**src/hw/sfl_pkg.sv**
```systemverilog
// Shared constants, types and helpers for the serial flash lock/erase link.
// Function
// - Lock and erase need write-arm latch set first.
// - Lock write: opcode, three address bytes, data.
// - Lock write runs only if framed exactly.
// - Lock bits volatile, updated at once, untimed.
// - Lock write clears write-arm latch before deselect; here it clears one cycle after the synchronised select rise.
// - Lock data: b7-b2 zero, b1 lockdown, b0 lock.
// - Lock write rejected while a cycle runs.
// - Page clear sets addressed page to FFh.
// - Erases need opcode, three address bytes, exact end.
// - Erase cycle starts at the ending select rise.
// - Busy flag high during cycle; status pollable.
// - Write-arm latch cleared before erase completes.
// - Protected page is never cleared.
// - 64K wipe refused if sector holds protection.
// - 4K wipe refused if subsector holds protection.
// - Erases rejected while a cycle runs.
// - Reset pin aborts cycle; host waits recovery.
// - Address bits A23 to A21 ignored.
// - Host holds select low for whole erase frame.
// - Lockdown bit freezes lock bits until reset.
// - Write-locked sector is never modified.
package sfl_pkg;
  localparam int CLK_MHZ = 50;
  localparam int SCK_HALF = 8;
  localparam int SYNC_MARGIN = 4;
  localparam int ADDR_W = 21;
  localparam int SECT_N = 32;
  localparam int SECT_LSB = 16;
  localparam int SUB_LSB = 12;
  localparam int PAGE_LSB = 8;
  localparam int BP_W = 3;
  // Opcode defaults are arbitrary values; both ends take them as parameters.
  localparam logic [7:0] OPC_ARM_DEF = 8'h01;
  localparam logic [7:0] OPC_STAT_DEF = 8'h02;
  localparam logic [7:0] OPC_LOCK_DEF = 8'h03;
  localparam logic [7:0] OPC_PAGE_DEF = 8'h04;
  localparam logic [7:0] OPC_B4_DEF = 8'h05;
  localparam logic [7:0] OPC_B64_DEF = 8'h06;
  localparam logic [5:0] FRAME_ARM = 6'h08;
  localparam logic [5:0] FRAME_STAT = 6'h10;
  localparam logic [5:0] FRAME_ERASE = 6'h20;
  localparam logic [5:0] FRAME_LOCK = 6'h28;
  localparam int LOCK_WL_BIT = 0;
  localparam int LOCK_LD_BIT = 1;
  localparam logic [7:0] LOCK_DATA_MASK = 8'h03;
  localparam int ST_BUSY_BIT = 0;
  localparam int ST_WEL_BIT = 1;
  localparam int MIN_DESELECT_TIME_NS = 50;
  localparam int GAP_CYC = (MIN_DESELECT_TIME_NS * CLK_MHZ + 999) / 1000;
  localparam int RESET_RECOVERY_TIME_US = 20;
  localparam int RECOV_CYC = RESET_RECOVERY_TIME_US * CLK_MHZ;
  localparam int RESET_PULSE_NS = 1000;
  localparam int RST_PULSE_CYC = (RESET_PULSE_NS * CLK_MHZ + 999) / 1000;
  localparam int APB_AW = 8;
  localparam logic [7:0] REG_CTRL = 8'h00;
  localparam logic [7:0] REG_ADDR = 8'h04;
  localparam logic [7:0] REG_DATA = 8'h08;
  localparam logic [7:0] REG_STAT = 8'h0C;
  localparam logic [7:0] REG_RESET = 8'h10;
  localparam logic [2:0] HC_ARM = 3'h0;
  localparam logic [2:0] HC_STATUS = 3'h1;
  localparam logic [2:0] HC_LOCK = 3'h2;
  localparam logic [2:0] HC_PAGE = 3'h3;
  localparam logic [2:0] HC_B4 = 3'h4;
  localparam logic [2:0] HC_B64 = 3'h5;

  typedef enum logic [1:0] {K_PAGE, K_B4, K_B64} sfl_kind_e;

  // Block-protect covers the top 2^(bp-1) sectors; six or more covers all.
  function automatic logic bp_covers(input logic [4:0] sect,
                                     input logic [BP_W-1:0] bp);
    logic [5:0] span;
    span = (bp >= 3'h6) ? 6'h20 : 6'(1 << (bp - 3'h1));
    return (bp != 3'h0) && ({1'b0, sect} >= (6'h20 - span));
  endfunction
endpackage

```
**src/hw/sfl_if.sv**
```systemverilog
// Pin bundle between the serial flash host and the flash device.
`timescale 1ns/1ps
interface sfl_if;
  logic sck;
  logic cs_n;
  logic mosi;
  logic miso;
  logic rst_pin_n;
  modport host (output sck, output cs_n, output mosi, output rst_pin_n,
                input miso);
  modport dev (input sck, input cs_n, input mosi, input rst_pin_n,
               output miso);
endinterface // sfl_if

```
**src/hw/sfl_dev.sv**
```systemverilog
// Flash device end: framing, write-arm latch, lock bytes and erase cycles.
//
// Decided for this implementation: the address map and register access over APB.
`timescale 1ns/1ps
module sfl_dev #(
  parameter int PAGE_CLEAR_TIME_US = 100,
  parameter int BLOCK4K_WIPE_TIME_US = 200,
  parameter int BLOCK64K_WIPE_TIME_US = 400,
  parameter logic [7:0] OPC_ARM = sfl_pkg::OPC_ARM_DEF,
  parameter logic [7:0] OPC_STAT = sfl_pkg::OPC_STAT_DEF,
  parameter logic [7:0] OPC_LOCK = sfl_pkg::OPC_LOCK_DEF,
  parameter logic [7:0] OPC_PAGE = sfl_pkg::OPC_PAGE_DEF,
  parameter logic [7:0] OPC_B4 = sfl_pkg::OPC_B4_DEF,
  parameter logic [7:0] OPC_B64 = sfl_pkg::OPC_B64_DEF
) (
  input wire logic pclk,
  input wire logic presetn,
  sfl_if.dev link,
  input wire logic [sfl_pkg::BP_W-1:0] block_protect,
  output logic erase_start,
  output logic erase_abort,
  output sfl_pkg::sfl_kind_e erase_kind,
  output logic [sfl_pkg::ADDR_W-1:0] erase_base,
  output logic busy_flag,
  output logic write_arm_latch
);
  import sfl_pkg::*;

  // Cycle lengths are derived from the timing parameters.
  localparam logic [31:0] PAGE_CYC = 32'(PAGE_CLEAR_TIME_US * CLK_MHZ);
  localparam logic [31:0] B4_CYC = 32'(BLOCK4K_WIPE_TIME_US * CLK_MHZ);
  localparam logic [31:0] B64_CYC = 32'(BLOCK64K_WIPE_TIME_US * CLK_MHZ);
  localparam logic [31:0] REC_CYC = 32'(RECOV_CYC);

  typedef enum logic [1:0] {ST_IDLE, ST_ERASE, ST_RESET, ST_RECOVER}
    sfl_dst_e;

  sfl_dst_e state;
  sfl_dst_e next_state;
  logic [31:0] cnt;
  logic [31:0] next_cnt;
  logic [3:0] pins_s;
  logic sck_d;
  logic cs_d;
  logic live;
  logic [5:0] bitcnt;
  logic [31:0] shreg;
  logic [7:0] opcode;
  logic [23:0] addr;
  logic miso_q;
  logic [7:0] stat_byte;
  logic [1:0] sector_lock_byte [SECT_N];

  // Chip select and reset pin idle high, so their sync stages reset high.
  sfl_sync #(.W(4), .INIT(4'hA)) u_sync (
    .pclk(pclk),
    .presetn(presetn),
    .d({link.rst_pin_n, link.mosi, link.cs_n, link.sck}),
    .q(pins_s)
  );

  // Edge detection runs on the synchronised copies only.
  wire logic sck_s = pins_s[0];
  wire logic cs_s = pins_s[1];
  wire logic mosi_s = pins_s[2];
  wire logic rst_s = pins_s[3];
  wire logic sck_rise = sck_s & ~sck_d;
  wire logic sck_fall = ~sck_s & sck_d;
  wire logic cs_fall = ~cs_s & cs_d;
  wire logic cs_rise = cs_s & ~cs_d;
  wire logic [5:0] bit_next = (bitcnt == 6'h3F) ? bitcnt : bitcnt + 6'h01;
  wire logic [31:0] shreg_next = {shreg[30:0], mosi_s};

  // Command decode, judged at the chip select rise that ends a frame.
  wire logic frame_end = cs_rise & live;
  wire logic is_arm = (opcode == OPC_ARM) && (bitcnt == FRAME_ARM);
  wire logic is_lock = (opcode == OPC_LOCK) && (bitcnt == FRAME_LOCK);
  wire logic is_page = (opcode == OPC_PAGE) && (bitcnt == FRAME_ERASE);
  wire logic is_b4 = (opcode == OPC_B4) && (bitcnt == FRAME_ERASE);
  wire logic is_b64 = (opcode == OPC_B64) && (bitcnt == FRAME_ERASE);
  wire logic is_read = (opcode == OPC_STAT) && (bitcnt >= FRAME_ARM);
  wire logic idle = (state == ST_IDLE);
  wire logic [4:0] sect = addr[ADDR_W-1:SECT_LSB];
  wire logic [1:0] sect_lock = sector_lock_byte[sect];
  // Protection is per 64K sector, so page, 4K and 64K share one check.
  wire logic sect_prot = sect_lock[LOCK_WL_BIT]
                         | bp_covers(sect, block_protect);
  // Busy rejects every lock or erase and leaves the cycle alone.
  wire logic do_lock = frame_end & is_lock & write_arm_latch & idle
                       & ~sect_lock[LOCK_LD_BIT];
  wire logic do_erase = frame_end & (is_page | is_b4 | is_b64)
                        & write_arm_latch & idle & ~sect_prot;
  wire logic do_arm = frame_end & is_arm;
  wire logic [31:0] wipe_cyc = is_page ? PAGE_CYC
                               : (is_b4 ? B4_CYC : B64_CYC);
  wire sfl_kind_e wipe_kind = is_page ? K_PAGE : (is_b4 ? K_B4 : K_B64);
  // Any address inside the region selects it; low bits are dropped.
  wire logic [ADDR_W-1:0] wipe_base = is_page ?
    {addr[ADDR_W-1:PAGE_LSB], {PAGE_LSB{1'b0}}} : (is_b4 ?
    {addr[ADDR_W-1:SUB_LSB], {SUB_LSB{1'b0}}} :
    {addr[ADDR_W-1:SECT_LSB], {SECT_LSB{1'b0}}});

  assign link.miso = miso_q;

  // Status byte stays readable in every state so the host can poll.
  always_comb begin
    stat_byte = 8'h00;
    stat_byte[ST_BUSY_BIT] = busy_flag;
    stat_byte[ST_WEL_BIT] = write_arm_latch;
  end

  // Cycle sequencer; a low reset pin wins over everything else.
  always_comb begin
    next_state = state;
    next_cnt = cnt;
    case (state)
      ST_IDLE: begin
        if (!rst_s) begin
          next_state = ST_RESET;
        end else if (do_erase) begin
          next_state = ST_ERASE;
          next_cnt = wipe_cyc;
        end
      end
      ST_ERASE: begin
        if (!rst_s) begin
          next_state = ST_RESET;
        end else if (cnt <= 32'h0000_0001) begin
          next_state = ST_IDLE;
        end else begin
          next_cnt = cnt - 32'h0000_0001;
        end
      end
      ST_RESET: begin
        if (rst_s) begin
          next_state = ST_RECOVER;
          next_cnt = REC_CYC;
        end
      end
      ST_RECOVER: begin
        if (!rst_s) begin
          next_state = ST_RESET;
        end else if (cnt <= 32'h0000_0001) begin
          next_state = ST_IDLE;
        end else begin
          next_cnt = cnt - 32'h0000_0001;
        end
      end
      default: next_state = ST_IDLE;
    endcase
  end

  // Sequencer registers and the cycle outputs toward the array.
  always_ff @(posedge pclk or negedge presetn) begin
    if (!presetn) begin
      state <= ST_IDLE;
      cnt <= 32'h0000_0000;
      busy_flag <= 1'b0;
      erase_start <= 1'b0;
      erase_abort <= 1'b0;
      erase_kind <= K_PAGE;
      erase_base <= '0;
    end else begin
      state <= next_state;
      cnt <= next_cnt;
      busy_flag <= (next_state == ST_ERASE);
      erase_start <= do_erase;
      erase_abort <= (state == ST_ERASE) & ~rst_s;
      if (do_erase) begin
        erase_kind <= wipe_kind;
        erase_base <= wipe_base;
      end
    end
  end

  // Frame capture: bits are taken on serial clock rises while selected.
  // A frame opened in reset or recovery is never executed.
  always_ff @(posedge pclk or negedge presetn) begin
    if (!presetn) begin
      sck_d <= 1'b0;
      cs_d <= 1'b1;
      live <= 1'b0;
      bitcnt <= 6'h00;
      shreg <= 32'h0000_0000;
      opcode <= 8'h00;
      addr <= 24'h00_0000;
    end else begin
      sck_d <= sck_s;
      cs_d <= cs_s;
      if (cs_fall) begin
        bitcnt <= 6'h00;
        live <= rst_s & (idle | (state == ST_ERASE));
      end else if (sck_rise && !cs_s) begin
        bitcnt <= bit_next;
        shreg <= shreg_next;
        if (bitcnt == FRAME_ARM - 6'h01) begin
          opcode <= shreg_next[7:0];
        end
        if (bitcnt == FRAME_ERASE - 6'h01) begin
          addr <= shreg_next[23:0];
        end
      end
    end
  end

  // Status bits leave MSB first on each falling clock after the opcode.
  always_ff @(posedge pclk or negedge presetn) begin
    if (!presetn) begin
      miso_q <= 1'b0;
    end else if (cs_s) begin
      miso_q <= 1'b0;
    end else if (sck_fall && is_read) begin
      miso_q <= stat_byte[~bitcnt[2:0]];
    end
  end

  // Write-arm latch: set by the arm frame, dropped on use or reset.
  // Clearing one cycle after the synchronised select rise lands two to three
  // pclk cycles after the pin rise, which can pass the 50 ns minimum deselect time.
  always_ff @(posedge pclk or negedge presetn) begin
    if (!presetn) begin
      write_arm_latch <= 1'b0;
    end else if (!rst_s || do_lock || do_erase) begin
      write_arm_latch <= 1'b0;
    end else if (do_arm && idle) begin
      write_arm_latch <= 1'b1;
    end
  end

  // Volatile lock bits; only b1 and b0 of the data byte are stored.
  always_ff @(posedge pclk or negedge presetn) begin
    if (!presetn) begin
      for (int i = 0; i < SECT_N; i++) begin
        sector_lock_byte[i] <= 2'h0;
      end
    end else if (!rst_s) begin
      for (int i = 0; i < SECT_N; i++) begin
        sector_lock_byte[i] <= 2'h0;
      end
    end else if (do_lock) begin
      sector_lock_byte[sect] <= shreg[1:0];
    end
  end
endmodule // sfl_dev

```
**src/hw/sfl_sync.sv**
```systemverilog
// Two-flop synchroniser for levels entering the pclk domain.
`timescale 1ns/1ps
module sfl_sync #(
  parameter int W = 1,
  parameter logic [W-1:0] INIT = '0
) (
  input wire logic pclk,
  input wire logic presetn,
  input wire logic [W-1:0] d,
  output logic [W-1:0] q
);
  logic [W-1:0] meta;

  // The first stage feeds only the second; nothing else may look at it.
  always_ff @(posedge pclk or negedge presetn) begin
    if (!presetn) begin
      meta <= INIT;
      q <= INIT;
    end else begin
      meta <= d;
      q <= meta;
    end
  end
endmodule // sfl_sync

```
**src/flat_wrapper.sv**
```systemverilog
// flat-port wrapper written by rule: the top's interface ports become plain ports
module sfl_dev_flat import sfl_pkg::*;
#(
  parameter int PAGE_CLEAR_TIME_US = 100,
  parameter int BLOCK4K_WIPE_TIME_US = 200,
  parameter int BLOCK64K_WIPE_TIME_US = 400,
  parameter logic [7:0] OPC_ARM = sfl_pkg::OPC_ARM_DEF,
  parameter logic [7:0] OPC_STAT = sfl_pkg::OPC_STAT_DEF,
  parameter logic [7:0] OPC_LOCK = sfl_pkg::OPC_LOCK_DEF,
  parameter logic [7:0] OPC_PAGE = sfl_pkg::OPC_PAGE_DEF,
  parameter logic [7:0] OPC_B4 = sfl_pkg::OPC_B4_DEF,
  parameter logic [7:0] OPC_B64 = sfl_pkg::OPC_B64_DEF
)
  (pclk, presetn, block_protect, erase_start, erase_abort, erase_kind, erase_base, busy_flag, write_arm_latch, link_sck, link_cs_n, link_mosi, link_rst_pin_n, link_miso);
  sfl_if link_i ();
  input wire logic pclk;
  input wire logic presetn;
  input wire logic [sfl_pkg::BP_W-1:0] block_protect;
  output logic erase_start;
  output logic erase_abort;
  output sfl_pkg::sfl_kind_e erase_kind;
  output logic [sfl_pkg::ADDR_W-1:0] erase_base;
  output logic busy_flag;
  output logic write_arm_latch;
  input wire logic [$bits(link_i.sck)-1:0] link_sck;
  input wire logic [$bits(link_i.cs_n)-1:0] link_cs_n;
  input wire logic [$bits(link_i.mosi)-1:0] link_mosi;
  input wire logic [$bits(link_i.rst_pin_n)-1:0] link_rst_pin_n;
  output wire logic [$bits(link_i.miso)-1:0] link_miso;
  assign link_i.sck = link_sck;
  assign link_i.cs_n = link_cs_n;
  assign link_i.mosi = link_mosi;
  assign link_i.rst_pin_n = link_rst_pin_n;
  assign link_miso = link_i.miso;
  sfl_dev #(.PAGE_CLEAR_TIME_US(PAGE_CLEAR_TIME_US), .BLOCK4K_WIPE_TIME_US(BLOCK4K_WIPE_TIME_US), .BLOCK64K_WIPE_TIME_US(BLOCK64K_WIPE_TIME_US), .OPC_ARM(OPC_ARM), .OPC_STAT(OPC_STAT), .OPC_LOCK(OPC_LOCK), .OPC_PAGE(OPC_PAGE), .OPC_B4(OPC_B4), .OPC_B64(OPC_B64)) u_core (.pclk(pclk), .presetn(presetn), .link(link_i), .block_protect(block_protect), .erase_start(erase_start), .erase_abort(erase_abort), .erase_kind(erase_kind), .erase_base(erase_base), .busy_flag(busy_flag), .write_arm_latch(write_arm_latch));
endmodule
```
**config.mk**
```make
export PLATFORM = sky130hd
export DESIGN_NAME = sfl_dev_flat
export DESIGN_NICKNAME = d
export VERILOG_FILES = /design/src/hw/sfl_pkg.sv /design/src/hw/sfl_if.sv /design/src/hw/sfl_dev.sv /design/src/hw/sfl_sync.sv /design/src/flat_wrapper.sv
export SDC_FILE = /design/constraint.sdc
export NUM_CORES = 1
export LEC_CHECK = 0
export BUFFER_PORTS_ARGS = -buffer_cell sky130_fd_sc_hd__buf_2
export CORE_AREA = 8 8 159 161
export DETAILED_ROUTE_END_ITERATION = 7
export DIE_AREA = 0 0 167 169
export PLACE_DENSITY = 0.53
export SYNTH_ARGS = -nofsm -noshare
export SYNTH_HDL_FRONTEND = slang
export SYNTH_SLANG_ARGS = --single-unit
export TNS_END_PERCENT = 10
```
**constraint.sdc**
```tcl
create_clock -name pclk -period 3.3 [get_ports pclk]
set_input_delay 0.825 -clock pclk [delete_from_list [all_inputs] [get_ports pclk]]
set_output_delay 0.825 -clock pclk [all_outputs]
set_load 0.02 [all_outputs]
```
* Yosys cells after proc, flatten, opt, wreduce, memory -nomap -nowiden
Cells that the tools add are included.
** Word-level totals
- Bits in registers :: 192
- Bits in latches :: 0
- Bits in writable memories :: 0
- Memory bits (read-only) :: 0
- Input bits :: 9
- Output and inout bits :: 28
- Logic and storage cells :: 177
- Memories :: 0
** Operators by class
- $add $sub $neg :: 4
- Multipliers :: 0
- Divide/modulo/power cells :: 0
- $lt $le $gt $ge :: 7
- Equal/unequal tests :: 23
- Shift-type cells :: 1
- Multiplexer cells :: 36
- Bitwise gates (word level) :: 30
- Reductions and logical operators :: 26
** Operator list (count)
- $mux 32 :: 6
- $mux 64 :: 2
- $pmux 32 s3 :: 1
- $bwmux 64 :: 1
- $le 32x1->1 const B :: 1
- $mux 16 :: 2
- $sub 32x1->32 const B :: 1
- $eq 8x3->1 const B :: 3
- $mux 6 :: 4
- $mux 2 :: 10
- $eq 6x6->1 const B :: 3
- $and 1x1->1 :: 16
- $eq 8x2->1 const B :: 2
- $mux 15 :: 1
- $logic_and 1x1->1 :: 11
- $bmux 2 s5 :: 1
- $demux 2 s5 :: 1
- $eq 8x1->1 const B :: 1
- $ne 2x2->1 const B :: 4
- $not 1->1 :: 8
- $add 6x1->6 const B :: 1
- $eq 6x3->1 const B :: 1
- $eq 6x4->1 const B :: 1
- $eq 6x5->1 const B :: 1
- other kinds (27) :: 44

* Depth between registers and ports, before layout
- Word-level depth :: 13
- Mapped depth :: 19

* Cells and area by module
From an unflattened synthesis, not the netlist that was laid out.
** Second synthesis, totals
- Cell total of the unflattened synthesis :: 850
- Area, all modules :: 8674.6 um^2
** Modules (own cells, without submodules)
- sfl_dev :: instances 1, cells each 842, area each 8469.4 um^2
- sfl_sync :: instances 1, cells each 8, area each 205.2 um^2

* Least setup slack after synthesis
Ideal clock, no wire load.
- Path type :: input port to flip-flop
- Start point :: input port block_protect[1] in the netlist's numbering
- End point :: register u_core.cnt[13]
- Library setup time :: 94 ps
- Arrival :: 3895 ps
- Path slack :: -689 ps
- Stages on the path :: 18
- Buffers on the path :: 2
- Cell sequence :: ha_1 nor2_1 nand2_1 or2_2 ha_1 nor4b_1 a21oi_1 o21ai_0 ha_1 or2_2 a311oi_1 nand4bb_1 a21o_1 buf_2 inv_1 buf_2 nor2_1 a211oi_1
** Between the ends
- Word-level cells in the longest chain between the ends :: 11
- Elaborated cells on any way between the ends :: 13
- Classes of those cells :: 2 x add/sub; 2 x order compare; 1 x eq/ne; 1 x shift; 1 x mux; 3 x bitwise; 3 x reduce/logical
** Ends and longest elaborated chain
- from (decl) :: RTL line flat_wrapper.sv:18 : input wire logic [sfl_pkg::BP_W-1:0] block_protect;
- $sub 3x1->3 :: RTL line sfl_pkg.sv:75 : span = (bp >= 3'h6) ? 6'h20 : 6'(1 << (bp - 3'h1));
- $shl 1x3->6 :: RTL line sfl_pkg.sv:75
- $mux 6 :: RTL line sfl_pkg.sv:75
- $sub 6x6->6 :: RTL line sfl_pkg.sv:76 : return (bp != 3'h0) && ({1'b0, sect} >= (6'h20 - span));
- $ge 5x6->1 :: RTL line sfl_pkg.sv:76
- $logic_and 1x1->1 (*) :: RTL line sfl_pkg.sv:76
- $or 1x1->1 (*) :: RTL line sfl_dev.sv:87 : | bp_covers(sect, block_protect);
- $not 1->1 (*) :: RTL line sfl_dev.sv:92 : & write_arm_latch & idle & ~sect_prot;
- $and 1x1->1 (*) :: RTL line sfl_dev.sv:92
- $ne 2x2->1 (no source line) (*)
- $reduce_and 5->1 (no source line) (*)
- to (signal assigned) :: RTL line sfl_dev.sv:165 : cnt <= next_cnt;
- to (decl) :: RTL line sfl_dev.sv:40 : logic [31:0] cnt;
Every way passes the cells marked *; elsewhere a longest branch is shown, timed or not.
A chain may end at the register's enable or synchronous reset.

* Final worst setup path
- Start point :: input port block_protect[2] in the netlist's numbering
- End point :: register u_core.cnt[11]
The elaborated chain is that of the path after synthesis.

==> impl_metrics.json <==
{
  "status": "finished, violations left",
  "failed_checks": "setup timing",
  "clkTransAtPathRegs_ns": 0.07,
  "crit_chain": "buf_8 > ha_4 > nor2_4 > nand2_1 > or2_4 > ha_4 > nor4b_4 > a21oi_2 > o21ai_1 > ha_1 > or2_4 > a311oi_2 > nand4bb_1 > buf_6 > a21o_4 > buf_6 > a211o_1",
  "vias": 7032,
  "postLayoutCoreUtil": 0.458,
  "cts_tree": "built",
  "synth_edf_count": 0,
  "rsz0062_at_grt": "true",
  "layout_commonest_cell": "dfrtp_1",
  "antenna_cells": 0,
  "dieArea_sq_um": 28200,
  "p_int_mw": 3.42,
  "synth.distinct_cells": 72,
  "min_path_type": "reg -> reg",
  "hold_path_depth": 0,
  "syn-cell-area_sq_um": 8880,
  "fin_ws_ns": -0.118,
  "period_share": 1.04,
  "cp_top_family": "compound AO/OA/AOI/OAI gates",
  "avgSynthCellArea_sq_um": 10.1,
  "drive_above_1_share": 0.241,
  "grt_pass1_vias": 7040,
  "fmaxAchievable_mhz": 293,
  "sw_frac_of_total": 0.285,
  "holdWs_ns": 0.351,
  "clock-root-buffer": "clkbuf_16",
  "dpl_worst_slack_ns": -0.689,
  "fill_cells": 2181,
  "clk_latency_ns": 0.45,
  "hpwl_um": 15100,
  "gr-total-overflow": 0,
  "seq_power_share": 0.496,
  "r2r-end": "u_core.sector_lock_byte[36]",
  "clockPowerShare": 0.423,
  "critPathSlowestCell": "a311oi_2",
  "grt_max_degree": 67,
  "grt_usage": 0.168,
  "ys_seq_area_frac": 0.496,
  "cp.arrival_ns": 3.74,
  "clock_tree.buffer_depth": 2,
  "port_buffers": 28,
  "r2r_slack_ns": 0.19,
  "ant_nets": 0,
  "p_comb_frac": 0.081,
  "max-cap-violations": 0,
  "placed_area_sq_um": 9650,
  "max_stage_delay_ns": 0.30,
  "antenna_found_initial": 0,
  "via_per_inst": 5.64,
  "cp_data_required_time_ns": 3.62,
  "synth_area_leader_cell": "dfrtp_1",
  "core-area_sq_um": 22900,
  "cts-htree-levels": 4,
  "final_cell_count_no_fill": 1246,
  "dr.pass1.iters": 5,
  "reg2reg_depth": 8,
  "yosys_warnings": 0,
  "wl_um": 22900,
  "hp-start": "u_core.u_sync.meta[0]",
  "fin_crit_ns": 3.42,
  "tightestPinTransition_ns": 1.18,
  "fin_area_sq_um": 10500,
  "fin_setup_tns_ns": -1.25,
  "synth-seq-cells": 176,
  "skew_ns": 0.0160,
  "p_switching_mw": 1.36,
  "synth_flop_cell": "dfrtp_1",
  "synth.area.top_cells": "dfrtp_1 48%, mux2_2 5.2%, o21ai_0 4.3%, nand2_1 3.4%, nor2_1 2.9%",
  "ios": 37,
  "worstReg2RegStart": "u_core.addr[16]",
  "drtIter0Drc": 545,
  "setup_viol": 27,
  "ff_latch_area_sq_um": 4410,
  "initial_core_util": 0.388,
  "area_delta_synth_final_pct": 18.2,
  "placed_cells": 1205,
  "end_kind": "flop",
  "fp.dieW_um": 167,
  "critPathKind": "in -> reg",
  "cts_made_buffers": 17,
  "slew_violations": 0,
  "hold_violations": 0,
  "cp-start-kind": "input port",
  "async_reset_ff_frac": 1.00,
  "p_leak_nw": 4.53,
  "p_per_area_nw_per_um2": 455,
  "layout_common_cells": "171 x dfrtp_1, 73 x nand2_1, 66 x nor2_1, 55 x buf_4, 54 x o21ai_0",
  "total_power_mw": 4.78,
  "nets": 964,
  "syn_inst": 880,
  "gp_congestion": 0.782,
  "crit_buf_inv": 3,
  "clock-sinks": 176,
  "irDropWorstVdd_uv": 235,
  "drc": 0,
  "grt_pass1_wl_um": 38300,
  "slew_headroom": 0.214,
  "die_h_um": 169,
  "rows": 56,
  "wl_per_cell_um": 18.4,
  "multi_input_area_sq_um": 4240,
  "holdPathEnd": "u_core.u_sync.q[0]",
  "critPathMaxFanout": 5,
  "synth_top_area_frac": 0.482
}
[worst register-to-register path, stage by stage, from the launching register on]
cell and delay (ns):
dfrtp_1 0.38, buf_12 0.21, mux4_1 0.61, a22o_1 0.24, nor2_1 0.28, and4_1 0.39, nand3_1 0.41, o21ai_0 0.35
a21oi_1 0.10
[power groups by stage]
| stage | sequential [mW] | clock [mW] | combinational (mW) |
|---|---|---|---|
| 2_1_floorplan | 2.32 | 0 | 0.291 |
| 3_3_place_gp | 2.41 | 0 | 0.356 |
| 3_5_place_dp | 2.41 | 0 | 0.359 |
| 4_1_cts | 2.37 | 2.07 | 0.378 |
| 5_1_grt | 2.39 | 2.15 | 0.437 |
| 6_report | 2.37 | 2.02 | 0.385 |
[metal layers]
layer / track usage / vias up / part of all wire
li1: - / 3332 / -
met1: 0.231 / 3554 / 0.49
met2: 0.265 / 123 / 0.46
met3: 0.0289 / 23 / 0.040
met4: 0.0541 / 0 / 0.013
met5: 0 / - / 0
[layout make-up]
type                    instances  share of cell area
clock inverters                15              0.0157
flip-flops and latches        176               0.420
multi-input cells             634               0.404
well taps                     290              0.0346
clock buffers                  17              0.0405
inverters                      16             0.00620
repair buffers                 98              0.0789
[cells in the mapped netlist, drive strengths merged, types with 6 or more instances]
cell type and number:
a21oi 49, a22o 13, a31oi 31, and3 6, buf 33, clkbuf 29
dfrtp 171, ha 12, inv 16, mux2 41, mux2i 16, mux4 9
nand2 81, nand2b 7, nand3 48, nand4 6, nand4b 6, nor2 71
nor3 32, nor4 15, o21a 8, o21ai 76, o22ai 6, or2 8
or3 13
[sequential cells by signal (all words and copies together) (netlist names), 2 cells and up]
signal and cells:
u_core.addr 13, u_core.erase_kind 2, u_core.shreg 20, u_core.erase_base 13, u_core.opcode 8, u_core.bitcnt 6
u_core.sector_lock_byte 64, u_core.state 2, u_core.u_sync.q 4, u_core.cnt 32, u_core.u_sync.meta 4
[worst max path at each step]
stage	start	endpoint	slack, ns	depth (start not counted)
floorplan	block_protect[1]	u_core.cnt[20]	-0.30	16
global placement	block_protect[2]	u_core.cnt[14]	-0.68	17
detailed placement	block_protect[2]	u_core.cnt[14]	-0.69	17
CTS	block_protect[2]	u_core.cnt[11]	-0.18	17
global route	block_protect[2]	u_core.cnt[11]	-0.25	17
finish	block_protect[2]	u_core.cnt[11]	-0.12	17
[cells by family (layout without fill, tap and decap cells)]
logic type                 after synthesis  count (layout)  share of synthesized area
AOI/OAI and AO/OA                      216             217                      0.149
xor gates and xnor gates                 3               3                    0.00296
adders and majority gates               12              12                     0.0169
buffers and inverters                   78             146                     0.0448
DFF                                    176             176                      0.496
muxes                                   66              66                     0.0945
other                                    1               8                   0.000422
and+or+nand+nor                        328             328                      0.195
[repair_timing]
item,in CTS,in global routing
resized for setup,26,36
endpoints found under the setup margin,34,49
pin swaps,25,11
hold buffers,0,0
setup buffers,3,3
cloned,3,0
(Power assumes the default switching activity.)
